--- config.mk ---
export PLATFORM = sky130hd
export DESIGN_NAME = irqb_request_bank
export DESIGN_NICKNAME = d
export VERILOG_FILES = /design/src/verilog/irqb_pkg.sv /design/src/verilog/irqb_flag_bank.sv /design/src/verilog/irqb_request_bank.sv
export SDC_FILE = /design/constraint.sdc
export NUM_CORES = 1
export LEC_CHECK = 0
export BUFFER_PORTS_ARGS = -buffer_cell sky130_fd_sc_hd__buf_2
export CORE_ASPECT_RATIO = 1.1
export CORE_MARGIN = 5
export CORE_UTILIZATION = 50
export CTS_CLUSTER_SIZE = 8
export DETAILED_ROUTE_END_ITERATION = 7
export PLACE_DENSITY = 0.74
export SETUP_SLACK_MARGIN = 0.5
export SLEW_MARGIN = 5
export SYNTH_ARGS = -nofsm -noshare
export SYNTH_HDL_FRONTEND = slang
export SYNTH_SLANG_ARGS = --single-unit
--- constraint.sdc ---
create_clock -name clk -period 2.4 [get_ports clk]
set_input_delay 0.12 -clock clk [delete_from_list [all_inputs] [get_ports clk]]
set_output_delay 0.12 -clock clk [all_outputs]
set_load 0.01 [all_outputs]
--- src/verilog/irqb_pkg.sv ---
package irqb_pkg;

   localparam int          DATA_W            = 8;
   localparam int          ADDR_W            = 8;

   // Register offsets on the plain register port.
   localparam logic [7:0]  ADDR_REQ_FIRST    = 8'h06;
   localparam logic [7:0]  ADDR_REQ_SECOND   = 8'h07;
   localparam logic [7:0]  ADDR_EN_FIRST     = 8'h08;
   localparam logic [7:0]  ADDR_EN_SECOND    = 8'h09;

   // Mode bit position shared by both request registers, and their flag widths.
   localparam int          MODE_BIT          = 7;
   localparam int          FIRST_FLAGS_W     = 7;
   localparam int          SECOND_FLAGS_W    = 6;

   // First request register.
   localparam int          HIGH_WM_BIT       = 6;
   localparam int          LOW_WM_BIT        = 5;
   localparam int          CMD_END_BIT       = 4;
   localparam int          TX_DONE_BIT       = 3;
   localparam int          RX_END_BIT        = 2;
   localparam int          ERROR_BIT         = 1;
   localparam int          FRAME_START_BIT   = 0;

   // Second request register.
   localparam int          GLOBAL_BIT        = 6;
   localparam int          CARD_DETECT_BIT   = 5;
   localparam int          TIMER_LOW_BIT     = 0;
   localparam int          TIMER_COUNT       = 5;

   // Enable register fields.
   localparam int          PIN_INVERT_BIT    = 7;
   localparam int          PIN_ENABLE_BIT    = 6;
   localparam int          PIN_PUSHPULL_BIT  = 7;

   // Error sources summarised into the error request.
   localparam int          ERROR_SRC_W       = 5;

   localparam logic [7:0]  RESET_BYTE        = 8'h00;
   localparam logic [7:0]  READ_ZERO         = 8'h00;

endpackage : irqb_pkg

--- src/verilog/irqb_flag_bank.sv ---
module irqb_flag_bank #(
   parameter int WIDTH = 7
) (
   input  wire logic             clk,
   input  wire logic             reset,
   input  wire logic             writeHit,
   input  wire logic             setMode,
   input  wire logic [WIDTH-1:0] writeMask,
   input  wire logic [WIDTH-1:0] hwSet,
   output logic      [WIDTH-1:0] flags_q
);

   logic [WIDTH-1:0] flags_d;

   generate
      if (WIDTH < 1 || WIDTH > 7) begin : g_bad_width
         $error("irqb_flag_bank width must lie between 1 and 7");
      end
   endgenerate

   // Hardware events are ORed in last so a set always beats a clear write.
   always_comb begin
      flags_d = flags_q;
      if (writeHit) begin
         if (setMode) begin
            flags_d = flags_q | writeMask;
         end else begin
            flags_d = flags_q & ~writeMask;
         end
      end
      flags_d = flags_d | hwSet;
   end

   always_ff @(posedge clk) begin
      if (reset) begin
         flags_q <= '0;
      end else begin
         flags_q <= flags_d;
      end
   end

endmodule : irqb_flag_bank

--- src/verilog/irqb_request_bank.sv ---
// What this block does
// - Bit 7 chooses set or clear on write.
// - Only bits written one are changed.
// - FFh sets all, 7Fh clears all.
// - High watermark rise latches bit 6.
// - Low watermark rise latches bit 5.
// - Self-ended command sets command end flag.
// - Host-started idle sets no flag.
// - Transmit done sets bit 3.
// - Receive end sets bit 2.
// - Any listed error sets bit 1.
// - Frame start sets bit 0.
// - Second register writes touch bits 5..0.
// - Global flag shows any enabled request.
// - Card detection sets bit 5.
// - Timer underflows set bits 4..0.
// - Enable bits gate sources into global.
// - Pin enable gates global onto pin.
// - Invert bit flips pin level.
// - Push-pull or open-drain pin drive.
module irqb_request_bank #(
   parameter int ADDR_W = irqb_pkg::ADDR_W
) (
   input  wire logic              clk,
   input  wire logic              reset,
   input  wire logic [ADDR_W-1:0] regAddr,
   input  wire logic [7:0]        regWriteData,
   input  wire logic              regWrite,
   input  wire logic              regRead,
   output logic      [7:0]        regReadData,
   input  wire logic              highWatermarkLive,
   input  wire logic              lowWatermarkLive,
   input  wire logic              commandSelfEnd,
   input  wire logic              unknownCommandStart,
   input  wire logic              hostIdleStart,
   input  wire logic              transmitDone,
   input  wire logic              receiveEnd,
   input  wire logic              bufferWriteError,
   input  wire logic              bufferOverflowError,
   input  wire logic              protocolError,
   input  wire logic              noDataError,
   input  wire logic              integrityError,
   input  wire logic              frameStart,
   input  wire logic              cardDetect,
   input  wire logic [4:0]        timerUnderflow,
   output logic                   commandForceIdle,
   output logic                   requestPinOut,
   output logic                   requestPinOe
);

   localparam int F1 = irqb_pkg::FIRST_FLAGS_W;
   localparam int F2 = irqb_pkg::SECOND_FLAGS_W;

   generate
      if (ADDR_W < 4) begin : g_bad_addr
         $error("irqb_request_bank needs at least four address bits");
      end
   endgenerate

   logic          writeFirst;
   logic          writeSecond;
   logic          writeModeSet;
   logic [F1-1:0] firstSet;
   logic [F2-1:0] secondSet;
   logic [F1-1:0] firstFlags;
   logic [F2-1:0] secondFlags;

   logic          highWmPrev_q;
   logic          highWmPrev_d;
   logic          lowWmPrev_q;
   logic          lowWmPrev_d;
   logic [7:0]    enFirst_q;
   logic [7:0]    enFirst_d;
   logic [7:0]    enSecond_q;
   logic [7:0]    enSecond_d;
   logic          global_q;
   logic          global_d;
   logic [7:0]    readData_q;
   logic [7:0]    readData_d;
   logic          forceIdle_q;
   logic          forceIdle_d;
   logic          pinOut_q;
   logic          pinOut_d;
   logic          pinOe_q;
   logic          pinOe_d;
   logic          pinLevel;

   always_comb begin
      writeFirst   = regWrite &&
                     regAddr == ADDR_W'(irqb_pkg::ADDR_REQ_FIRST);
      writeSecond  = regWrite &&
                     regAddr == ADDR_W'(irqb_pkg::ADDR_REQ_SECOND);
      writeModeSet = regWriteData[irqb_pkg::MODE_BIT];
   end

   // Hardware set sources for the first request register.
   always_comb begin
      firstSet = '0;
      // Watermarks latch on the rising edge of the live alert level.
      firstSet[irqb_pkg::HIGH_WM_BIT] =
         highWatermarkLive & ~highWmPrev_q;
      firstSet[irqb_pkg::LOW_WM_BIT] =
         lowWatermarkLive & ~lowWmPrev_q;
      // A host-started idle never raises the flag, even if it coincides.
      firstSet[irqb_pkg::CMD_END_BIT] =
         (commandSelfEnd | unknownCommandStart) &
         ~hostIdleStart;
      firstSet[irqb_pkg::TX_DONE_BIT] = transmitDone;
      firstSet[irqb_pkg::RX_END_BIT]  = receiveEnd;
      // Held as a level so the flag re-sets while any error persists.
      firstSet[irqb_pkg::ERROR_BIT] =
         bufferWriteError | bufferOverflowError | protocolError |
         noDataError | integrityError;
      firstSet[irqb_pkg::FRAME_START_BIT] = frameStart;
   end

   always_comb begin
      secondSet = '0;
      secondSet[irqb_pkg::CARD_DETECT_BIT] = cardDetect;
      secondSet[irqb_pkg::TIMER_LOW_BIT +: irqb_pkg::TIMER_COUNT] =
         timerUnderflow;
   end

   irqb_flag_bank #(
      .WIDTH     (F1)
   ) u_first (
      .clk       (clk),
      .reset     (reset),
      .writeHit  (writeFirst),
      .setMode   (writeModeSet),
      .writeMask (regWriteData[F1-1:0]),
      .hwSet     (firstSet),
      .flags_q   (firstFlags)
   );

   // The global bit is not writable, so only bits 5..0 reach this bank.
   irqb_flag_bank #(
      .WIDTH     (F2)
   ) u_second (
      .clk       (clk),
      .reset     (reset),
      .writeHit  (writeSecond),
      .setMode   (writeModeSet),
      .writeMask (regWriteData[F2-1:0]),
      .hwSet     (secondSet),
      .flags_q   (secondFlags)
   );

   // Enable registers and the edge history of the watermark levels.
   always_comb begin
      enFirst_d    = enFirst_q;
      enSecond_d   = enSecond_q;
      highWmPrev_d = highWatermarkLive;
      lowWmPrev_d  = lowWatermarkLive;
      if (regWrite && regAddr == ADDR_W'(irqb_pkg::ADDR_EN_FIRST)) begin
         enFirst_d = regWriteData;
      end
      if (regWrite && regAddr == ADDR_W'(irqb_pkg::ADDR_EN_SECOND)) begin
         enSecond_d = regWriteData;
      end
   end

   always_ff @(posedge clk) begin
      if (reset) begin
         enFirst_q    <= irqb_pkg::RESET_BYTE;
         enSecond_q   <= irqb_pkg::RESET_BYTE;
         highWmPrev_q <= 1'b0;
         lowWmPrev_q  <= 1'b0;
      end else begin
         enFirst_q    <= enFirst_d;
         enSecond_q   <= enSecond_d;
         highWmPrev_q <= highWmPrev_d;
         lowWmPrev_q  <= lowWmPrev_d;
      end
   end

   // Global request one flop stage behind the flags; the pin one flop stage behind global.
   always_comb begin
      global_d = |(firstFlags & enFirst_q[F1-1:0]) |
                 |(secondFlags & enSecond_q[F2-1:0]);
      pinLevel = (global_q & enSecond_q[irqb_pkg::PIN_ENABLE_BIT])
                 ^ enFirst_q[irqb_pkg::PIN_INVERT_BIT];
      if (enSecond_q[irqb_pkg::PIN_PUSHPULL_BIT]) begin
         pinOut_d = pinLevel;
         pinOe_d  = 1'b1;
      end else begin
         // Open drain only ever pulls low; high is left to the pull-up.
         pinOut_d = 1'b0;
         pinOe_d  = ~pinLevel;
      end
      forceIdle_d = unknownCommandStart;
   end

   // Read data stand only in the cycle after the read strobe.
   always_comb begin
      readData_d = irqb_pkg::READ_ZERO;
      if (regRead) begin
         unique case (regAddr)
            ADDR_W'(irqb_pkg::ADDR_REQ_FIRST):
               readData_d = {1'b0, firstFlags};
            ADDR_W'(irqb_pkg::ADDR_REQ_SECOND):
               readData_d = {1'b0, global_q, secondFlags};
            ADDR_W'(irqb_pkg::ADDR_EN_FIRST):
               readData_d = enFirst_q;
            ADDR_W'(irqb_pkg::ADDR_EN_SECOND):
               readData_d = enSecond_q;
            default:
               readData_d = irqb_pkg::READ_ZERO;
         endcase
      end
   end

   always_ff @(posedge clk) begin
      if (reset) begin
         global_q    <= 1'b0;
         readData_q  <= irqb_pkg::READ_ZERO;
         forceIdle_q <= 1'b0;
         pinOut_q    <= 1'b0;
         pinOe_q     <= 1'b0;
      end else begin
         global_q    <= global_d;
         readData_q  <= readData_d;
         forceIdle_q <= forceIdle_d;
         pinOut_q    <= pinOut_d;
         pinOe_q     <= pinOe_d;
      end
   end

   always_comb begin
      regReadData      = readData_q;
      commandForceIdle = forceIdle_q;
      requestPinOut    = pinOut_q;
      requestPinOe     = pinOe_q;
   end

endmodule : irqb_request_bank

# == Word-level counts from Yosys, hierarchy flattened ==
# Index checks and enable logic that the tools add are counted.
# totals
regBits,43
input_bits,39
output_inout_bits,11
wordCells,56
# classes
n_eq_ne,4
mux,6
bitwise_logic,27
reduce_logical,8
# ops
cell,n
8-bit one-hot mux with 4 select lines,1
8-bit by 3-bit == test with 1-bit output (second input constant),2
8-bit by 4-bit == test with 1-bit output (second input constant),2
7-bit bitwise AND,2
7-bit 2-to-1 mux,2
7-bit bitwise OR,2
6-bit bitwise AND,2
6-bit 2-to-1 mux,2
6-bit bitwise OR,2
7-bit NOT,1
7-bit OR reduction,1
1-bit NOT,6
6-bit NOT,1
1-bit bitwise OR,6
6-bit OR reduction,1
1-bit bitwise AND,4
1-bit logical AND,4
2-bit OR reduction,2
1-bit 2-to-1 mux,1
1-bit bitwise XOR,1

# == Longest topological paths before layout ==
# Gate-level depths: netlist of run 1.
# logic_depth
ltp_word,5
ltp_mapped,5
mapped_depth_nobuf,3

# == Hierarchy ==
# From an unflattened synthesis of run 1, not the netlist that was laid out.
# hier_totals
cells_unflattened,208
hier_area_um2,2023.2
# by_module_without_submodules
mod,instances,cells_per_inst,area_each_um2,seq_area_each_um2
irqb_request_bank,1,154,1480.2,600.6
irqb_flag_bank at u_first,1,29,291.5,140.1
irqb_flag_bank at u_second,1,25,251.5,120.1

# == Worst setup path before layout of run 1 ==
# Ideal clock, no wire load.
# synth_timing
kind,input-to-reg
from,input port regAddr[5]
to,register u_second.flags_q[2]
setup_time_ns,0.083
arrival_ns,1.559
required_time_ns,2.317
path_slack_ns,0.758
cell_stages,5
n_path_buf,2
path_cell_list,or4_1 -> buf_2 -> or4_1 -> buf_2 -> o221ai_1
# synth_via
elab_chain_len,4
# synth_lines
item,line,rtl
start: declaration,irqb_request_bank.sv:26,"input wire logic [ADDR_W-1:0] regAddr,"
8-bit by 3-bit == test with 1-bit output,irqb_request_bank.sv:92,regAddr == ADDR_W'(irqb_pkg::ADDR_REQ_SECOND);
1-bit logical AND,irqb_request_bank.sv:91,writeSecond = regWrite &&
6-bit 2-to-1 mux,irqb_flag_bank.sv:24,if (writeHit) begin
6-bit bitwise OR,irqb_flag_bank.sv:31,flags_d = flags_d | hwSet;
end signal: assignment,irqb_flag_bank.sv:38,flags_q <= flags_d;
end: declaration,irqb_flag_bank.sv:10,output logic [WIDTH-1:0] flags_q
# No other way between the ends.
# A chain may end at the register's enable or synchronous reset.

# == Final worst setup path of run 1 ==
# layout_timing
from,input port regAddr[5]
to,register enFirst_q[2]
# layout_via
elab_chain_len,2
# layout_lines
item,line,rtl
8-bit by 4-bit == test with 1-bit output,irqb_request_bank.sv:155,if (regWrite && regAddr == ADDR_W'(irqb_pkg::ADDR_EN_FIRST)) begin
1-bit logical AND,irqb_request_bank.sv:155,
end signal: assignment,irqb_request_bank.sv:165,enFirst_q <= irqb_pkg::RESET_BYTE;
end signal: assignment,irqb_request_bank.sv:170,enFirst_q <= enFirst_d;
end: declaration,irqb_request_bank.sv:72,logic [7:0] enFirst_q;
# No other way between the ends.

==> results of run 1 <==
[sequential cells by signal, summed over array words and instances, names as in the netlist, 6 cells and up]
register          flops
enFirst_q             8
enSecond_q            8
regReadData           8
u_first.flags_q       7
u_second.flags_q      6
[cells in the final DEF, fill, tap and decap left out, types with 2 or more instances in the layout]
master	netlist	routed
o41ai_1	13	13
dfxtp_1	43	43
buf_4	1	5
nand4_1	4	4
a21oi_1	3	3
mux2i_1	31	31
nand2_1	38	38
buf_2	3	49
a22oi_1	3	3
o22a_1	7	7
nand2b_1	9	9
o221ai_1	6	6
or4_1	4	4
and3b_1	8	8
inv_1	2	2
clkbuf_8	0	5
a41oi_1	3	3
a31oi_1	5	5
nor2b_1	3	3
nor2_1	9	9
[per-layer routing]
metal	global-route usage (%)	vias up	wire (µm)
met2	33.3	64	2670
met4	7.52	0	69
li1	-	923	-
met3	3.49	7	352
met1	24.5	877	2270
met5	0	-	0
[power breakdown]
part	switching [mW]	total (mW)	internal [mW]
Clock	0.256	0.566	0.310
Combinational	0.0885	0.161	0.0722
Sequential	0.0179	0.753	0.735
Total	0.363	1.48	1.12
[kinds of logic (layout without fill, tap and decap cells)]
kind of cell,count (synthesis),after routing,share of synthesized area (%)
buf+inv,21,64,4.16
compound gates,46,46,18.0
mux,31,31,14.9
xor+xnor,1,1,0.422
simple gates,82,82,21.0
flops,43,43,41.4
[worst max-delay path, stage by stage]
cell     delay (ns)
buf_2          0.11
or4_1          0.59
or4_1          0.74
mux2i_1        0.20
[layout make-up]
type / instances / share of cell area, %
clock buffer: 5 / 2.80
clock inverter: 3 / 1.78
inverter: 2 / 0.305
multi-input combinational: 160 / 46.0
sequential: 43 / 35.0
tap: 52 / 2.65
timing repair buffer: 54 / 11.5
[metrics by stage]
| stage | power, mW | hold slack [ns] |
|---|---|---|
| floorplan | 0.861 | 0.236 |
| global placement | 0.926 | 0.320 |
| detailed placement | 0.928 | 0.324 |
| CTS | 1.49 | 0.0161 |
| global route | 1.53 | 0.0318 |
| finish | 1.48 | 0.0251 |
[worst max path at each step]
stage	startpoint	to	slack, ns	cells past startpoint
finish	regAddr[5]	enFirst_q[2]$_SDFFE_PP0P_	0.81	4
global route	regAddr[5]	enFirst_q[2]$_SDFFE_PP0P_	0.77	4
global placement	regAddr[5]	enFirst_q[0]$_SDFFE_PP0P_	0.53	4
CTS	regAddr[5]	enFirst_q[2]$_SDFFE_PP0P_	0.81	4
floorplan	regAddr[5]	u_second.flags_q[2]$_SDFF_PP0_	0.76	5
detailed placement	regAddr[5]	enFirst_q[2]$_SDFFE_PP0P_	0.50	4
==> qor.yml, run 1 <==
first_pass_iters: 4
multi_input_comb_area_mm2: 0.00113
yosysWarningCount: 0
numCtsBuffers: 5
path_max_fanout: 8
finalInstanceArea_mm2: 0.00246
r2r_slack_ns: 1.26
synth.most_common_cell: "dfxtp_1"
post_cts_resized: 0
synth-seq-area-share_pct: 41.4
fin_cells: 319
syn2layout_area_growth_pct: 18.4
r2r_end: "global_q$_SDFF_PP0_"
dpl_cell_area_mm2: 0.00235
syn_area_per_cell_um2: 9.27
clock_sinks: 43
p_leak_nw: 1.12
grt_antenna_before_repair: 0
min-delay-start: "timerUnderflow[3]"
fin_tns_setup_ns: 0
grt-ovfl-total: 0
drc: 0
yosys-top-cells-area: "dfxtp_1, mux2i_1, nand2_1"
preCtsSetupSlack_ns: 0.504
path_clk_slew_ns: 0.08
h-tree-depth: 2
drive_gt1_share_pct: 24.3
rsz0062_at_grt: "false"
n_antenna_cell: 0
fmax_ghz: 0.629
seq_area_um2: 861
cts-root-buf: "clkbuf_8"
fillers: 367
final_hold_viol_count: 0
final_max_slew_viol_count: 0
wirelength_mm: 5.36
setup_viol: 0
synth_enable_flop_cells: 0
synth_area_mm2: 0.00208
finish.utilization_pct: 61.6
grt_pass1_wl_mm: 8.80
die_h_um: 77.6
holdPathStages: 3
timing.final.ws_setup_ns: 0.811
num_vias: 1871
numPortBuffers: 49
reg2reg_from: "u_first.flags_q[0]$_SDFF_PP0_"
tightest_slew_ns: 0.876
slew_headroom_pct: 41.5
synth_commonest_cells: "dfxtp_1, nand2_1, mux2i_1, clkbuf_1, o41ai_1"
num-nets-final: 305
postCtsSetupBuffers: 0
clock_latency_ns: 0.30
tritoncts: "built"
crit_arrival_ns: 1.76
die_x_um: 71.5
final.min_clock_period_ns: 1.59
dp_cells: 311
place.gp.congestion: 0.857
crit_type: "in -> reg"
initial_core_util_pct: 52.0
hold_end: "u_second.flags_q[3]$_SDFF_PP0_"
fin_skew_ns: 0.00986
power.density_mw_per_mm2: 602
synth_top_area_cell: "dfxtp_1"
maxCapViolCount: 0
rows: 24
cp-start-kind: "input port"
vias_per_cell: 5.87
grt.total_usage_pct: 19.6
clockBufferDepth: 2
max-vdd-ir-drop_v: 0.000369
syn_nets: 263
cts_hold_buf: 0
status: "completed"
yosys.cell_types.count: 35
dieArea_mm2: 0.00554
design.core.area_mm2: 0.00399
routedWlPerCell_um: 16.8
pin_count: 50
place_hpwl_mm: 3.72
finalCritPeriodShare_pct: 66.2
synth_cells: 224
synthFlopType: "dfxtp_1"
ant_nets: 0
synth-seq-cells: 43
synthArstFlopShare_pct: 0
grt_pass1_vias: 1852
end_kind: "flip-flop"
reg2regPathDepth: 3
drt_iter0_drc: 170
synth_top_cell_area_share_pct: 41.4
grt_max_degree: 32
hold_class: "in -> reg"
critPathRequiredTime_ns: 2.57
Note: power is estimated with default switching activity, not from simulation.
==> run 2: changes to the inputs <==
Settings changed: CORE_UTILIZATION 50 to 48, PLACE_DENSITY 0.74 to 0.75.
Clock period 2.4 ns to 1.35 ns, I/O delays scaled along.
==> run 2 against run 1 <==
  * First-iteration DRC count increased by 4.1%
  * Routed wire length increased by 19%
  * Cell area rose by 22%
  * Via count up 16%
  * Sequential cell count did not move
  * Setup slack got worse by 0.74 ns
  * Count of clock-buffer cells in the layout grew 1
  * Global-route usage increased by 4.5 points
  * Largest power group unchanged
  * Critical path depth grew 1
  * Cell count up 11%
==> qor.yml, run 2 (synthesis gave the netlist of run 1 again) <==
die_h_um: 79.0  # +1.8%
p_leak_nw: 1.37  # +22%
fin_cells: 354  # +11%
num_vias: 2174  # +16%
max-vdd-ir-drop_v: 0.000803  # +120%
clock_sinks: 43  # unchanged
numCtsBuffers: 5  # unchanged
grt_antenna_before_repair: 0  # unchanged
syn2layout_area_growth_pct: 44.0
timing.final.ws_setup_ns: 0.0728  # -0.738 ns
finalCritPeriodShare_pct: 94.6
h-tree-depth: 2  # unchanged
place_hpwl_mm: 4.44  # +19%
seqPwrFrac_pct: 52.1  # +1.2 points
clockBufferDepth: 2  # unchanged
final.min_clock_period_ns: 1.28
numPortBuffers: 49  # unchanged
r2r_slack_ns: 0.24  # -1.02 ns
cts-root-buf: "clkbuf_8"
reg2reg_from: "u_first.flags_q[0]$_SDFF_PP0_"
crit_arrival_ns: 1.50  # -0.26 ns
first_pass_iters: 4  # unchanged
intPower_mw: 1.88  # +69%
final_hold_viol_count: 0  # unchanged
power.density_mw_per_mm2: 867  # +44%
setup_viol: 0  # unchanged
cp-start-kind: "input port"
n_antenna_cell: 0  # unchanged
dp_cells: 335  # +7.7%
finalInstanceArea_mm2: 0.00299  # +22%
rsz0062_at_grt: "true"
preCtsSetupSlack_ns: -0.377  # -0.881 ns
crit_type: "in -> reg"
min-delay-start: "highWatermarkLive"
critPathRequiredTime_ns: 1.58  # -0.99 ns
p_switching_mw: 0.711  # +96%
tightest_slew_ns: 0.397  # -0.479 ns
maxCapViolCount: 0  # unchanged
r2r_end: "global_q$_SDFF_PP0_"
drc: 0  # unchanged
initial_core_util_pct: 48.8  # -3.2 points
finalPower_mw: 2.59  # +75%
routedWlPerCell_um: 18.1  # +7.6%
ant_nets: 0  # unchanged
path_clk_slew_ns: 0.09  # about the same
pin_count: 50  # unchanged
drt_iter0_drc: 177  # +4.1%
dieArea_mm2: 0.00574  # +3.6%
most-common-layout-cells: "buf_2, nand2_1, dfxtp_1"
sw_frac_of_total_pct: 27.4  # +2.9 points
fmax_ghz: 0.783
clkPwrFrac_pct: 31.3  # -7.0 points
tritoncts: "built"
clock_latency_ns: 0.30  # about the same
dpl_cell_area_mm2: 0.00259  # +10%
vias_per_cell: 6.14  # +4.7%
fin_tns_setup_ns: 0  # unchanged
drive_gt1_share_pct: 41.0  # +17 points
die_x_um: 72.7  # +1.8%
final_max_slew_viol_count: 0  # unchanged
fin_skew_ns: 0.00629  # -0.00357 ns
wirelength_mm: 6.40  # +19%
grt.total_usage_pct: 24.1  # +4.5 points
grt_pass1_vias: 2225  # +20%
status: "completed"
design.core.area_mm2: 0.00425  # +6.5%
num-nets-final: 338  # +11%
hold_class: "in -> reg"
crit_start: "regAddr[5]"
slew_headroom_pct: 73.5  # +32 points
place.gp.congestion: 0.861  # +0.43%
layout_commonest_cell: "buf_2"
end_kind: "flip-flop"
reg2regPathDepth: 3  # unchanged
grt-ovfl-total: 0  # unchanged
crit_end: "enFirst_q[5]$_SDFFE_PP0P_"
grt_pass1_wl_mm: 10.7  # +22%
path_max_fanout: 8  # unchanged
grt_max_degree: 20  # -38%
rows: 25  # +4.2%
p_comb_share_pct: 16.5  # +5.6 points
==> run 2: changes by cell type in the layout (fill, tap and decap cells not counted), sizes merged <==
cell and change:
clkinvlp +1, clkinv -1, dlygate4sd3 +6, buf +27
bufinv -1, clkbuf +1
==> run 2: worst max-delay path, cell delays in order <==
cell,delay [ns]
buf_6,0.09
or4_4,0.56
or4_4,0.44
buf_8,0.16
mux2i_1,0.17
==> run 2: power groups by stage <==
stage / combinational, mW / clock (mW) / sequential, mW
3_5_place_dp: 0.349 / 0 / 1.37
4_1_cts: 0.396 / 0.823 / 1.35
6_report: 0.429 / 0.812 / 1.35
5_1_grt: 0.462 / 0.890 / 1.36
3_3_place_gp: 0.339 / 0 / 1.37
2_1_floorplan: 0.193 / 0 / 1.36
==> run 2: routing by layer <==
layer  routed length [µm]  vias to the layer above  global-route usage, %
met5                    0                        -                      0
met4                  283                        0                   13.3
met1                 2430                     1047                   27.5
met3                  456                       28                   5.19
li1                     -                      987                      -
met2                 3230                      112                   41.2
==> run 2: worst min-delay path by stage <==
stage                                                 to  slack [ns]  cells past startpoint
after floorplan           u_second.flags_q[0]$_SDFF_PP0_        0.18                      2
after global placement    u_second.flags_q[4]$_SDFF_PP0_        0.27                      3
after detailed placement  u_second.flags_q[1]$_SDFF_PP0_        0.28                      3
after CTS                 u_second.flags_q[3]$_SDFF_PP0_       0.002                      3
after global routing              lowWmPrev_q$_SDFF_PP0_        0.04                      2
final                            highWmPrev_q$_SDFF_PP0_        0.01                      2
==> run 2: repair_timing <==
| action | in CTS | in global routing |
|---|---|---|
| hold endpoints to repair | 6 | 0 |
| setup buffers | 4 | 1 |
| gates cloned | 0 | 0 |
| setup endpoints to repair | 39 | 42 |
| hold buffers | 6 | 0 |
| pin swaps | 16 | 5 |
| gates resized for setup | 25 | 16 |
==> run 2: through the flow <==
step           util (%)  hold slack [ns]
6_report           70.3           0.0117
5_1_grt            70.3           0.0367
4_1_cts            68.0          0.00226
3_5_place_dp       60.9            0.277
3_3_place_gp       60.9            0.273
2_1_floorplan         -            0.183
==> run 2: area by class of cell <==
class | count | area [µm²]
clock buffers | 6 | 72.6
clock inverters | 2 | 12.5
fillers | 330 | 1260
inverters | 2 | 7.51
multi-input cells | 160 | 1360
flip-flops and latches | 43 | 875
well taps | 54 | 67.6
repair buffers | 87 | 597
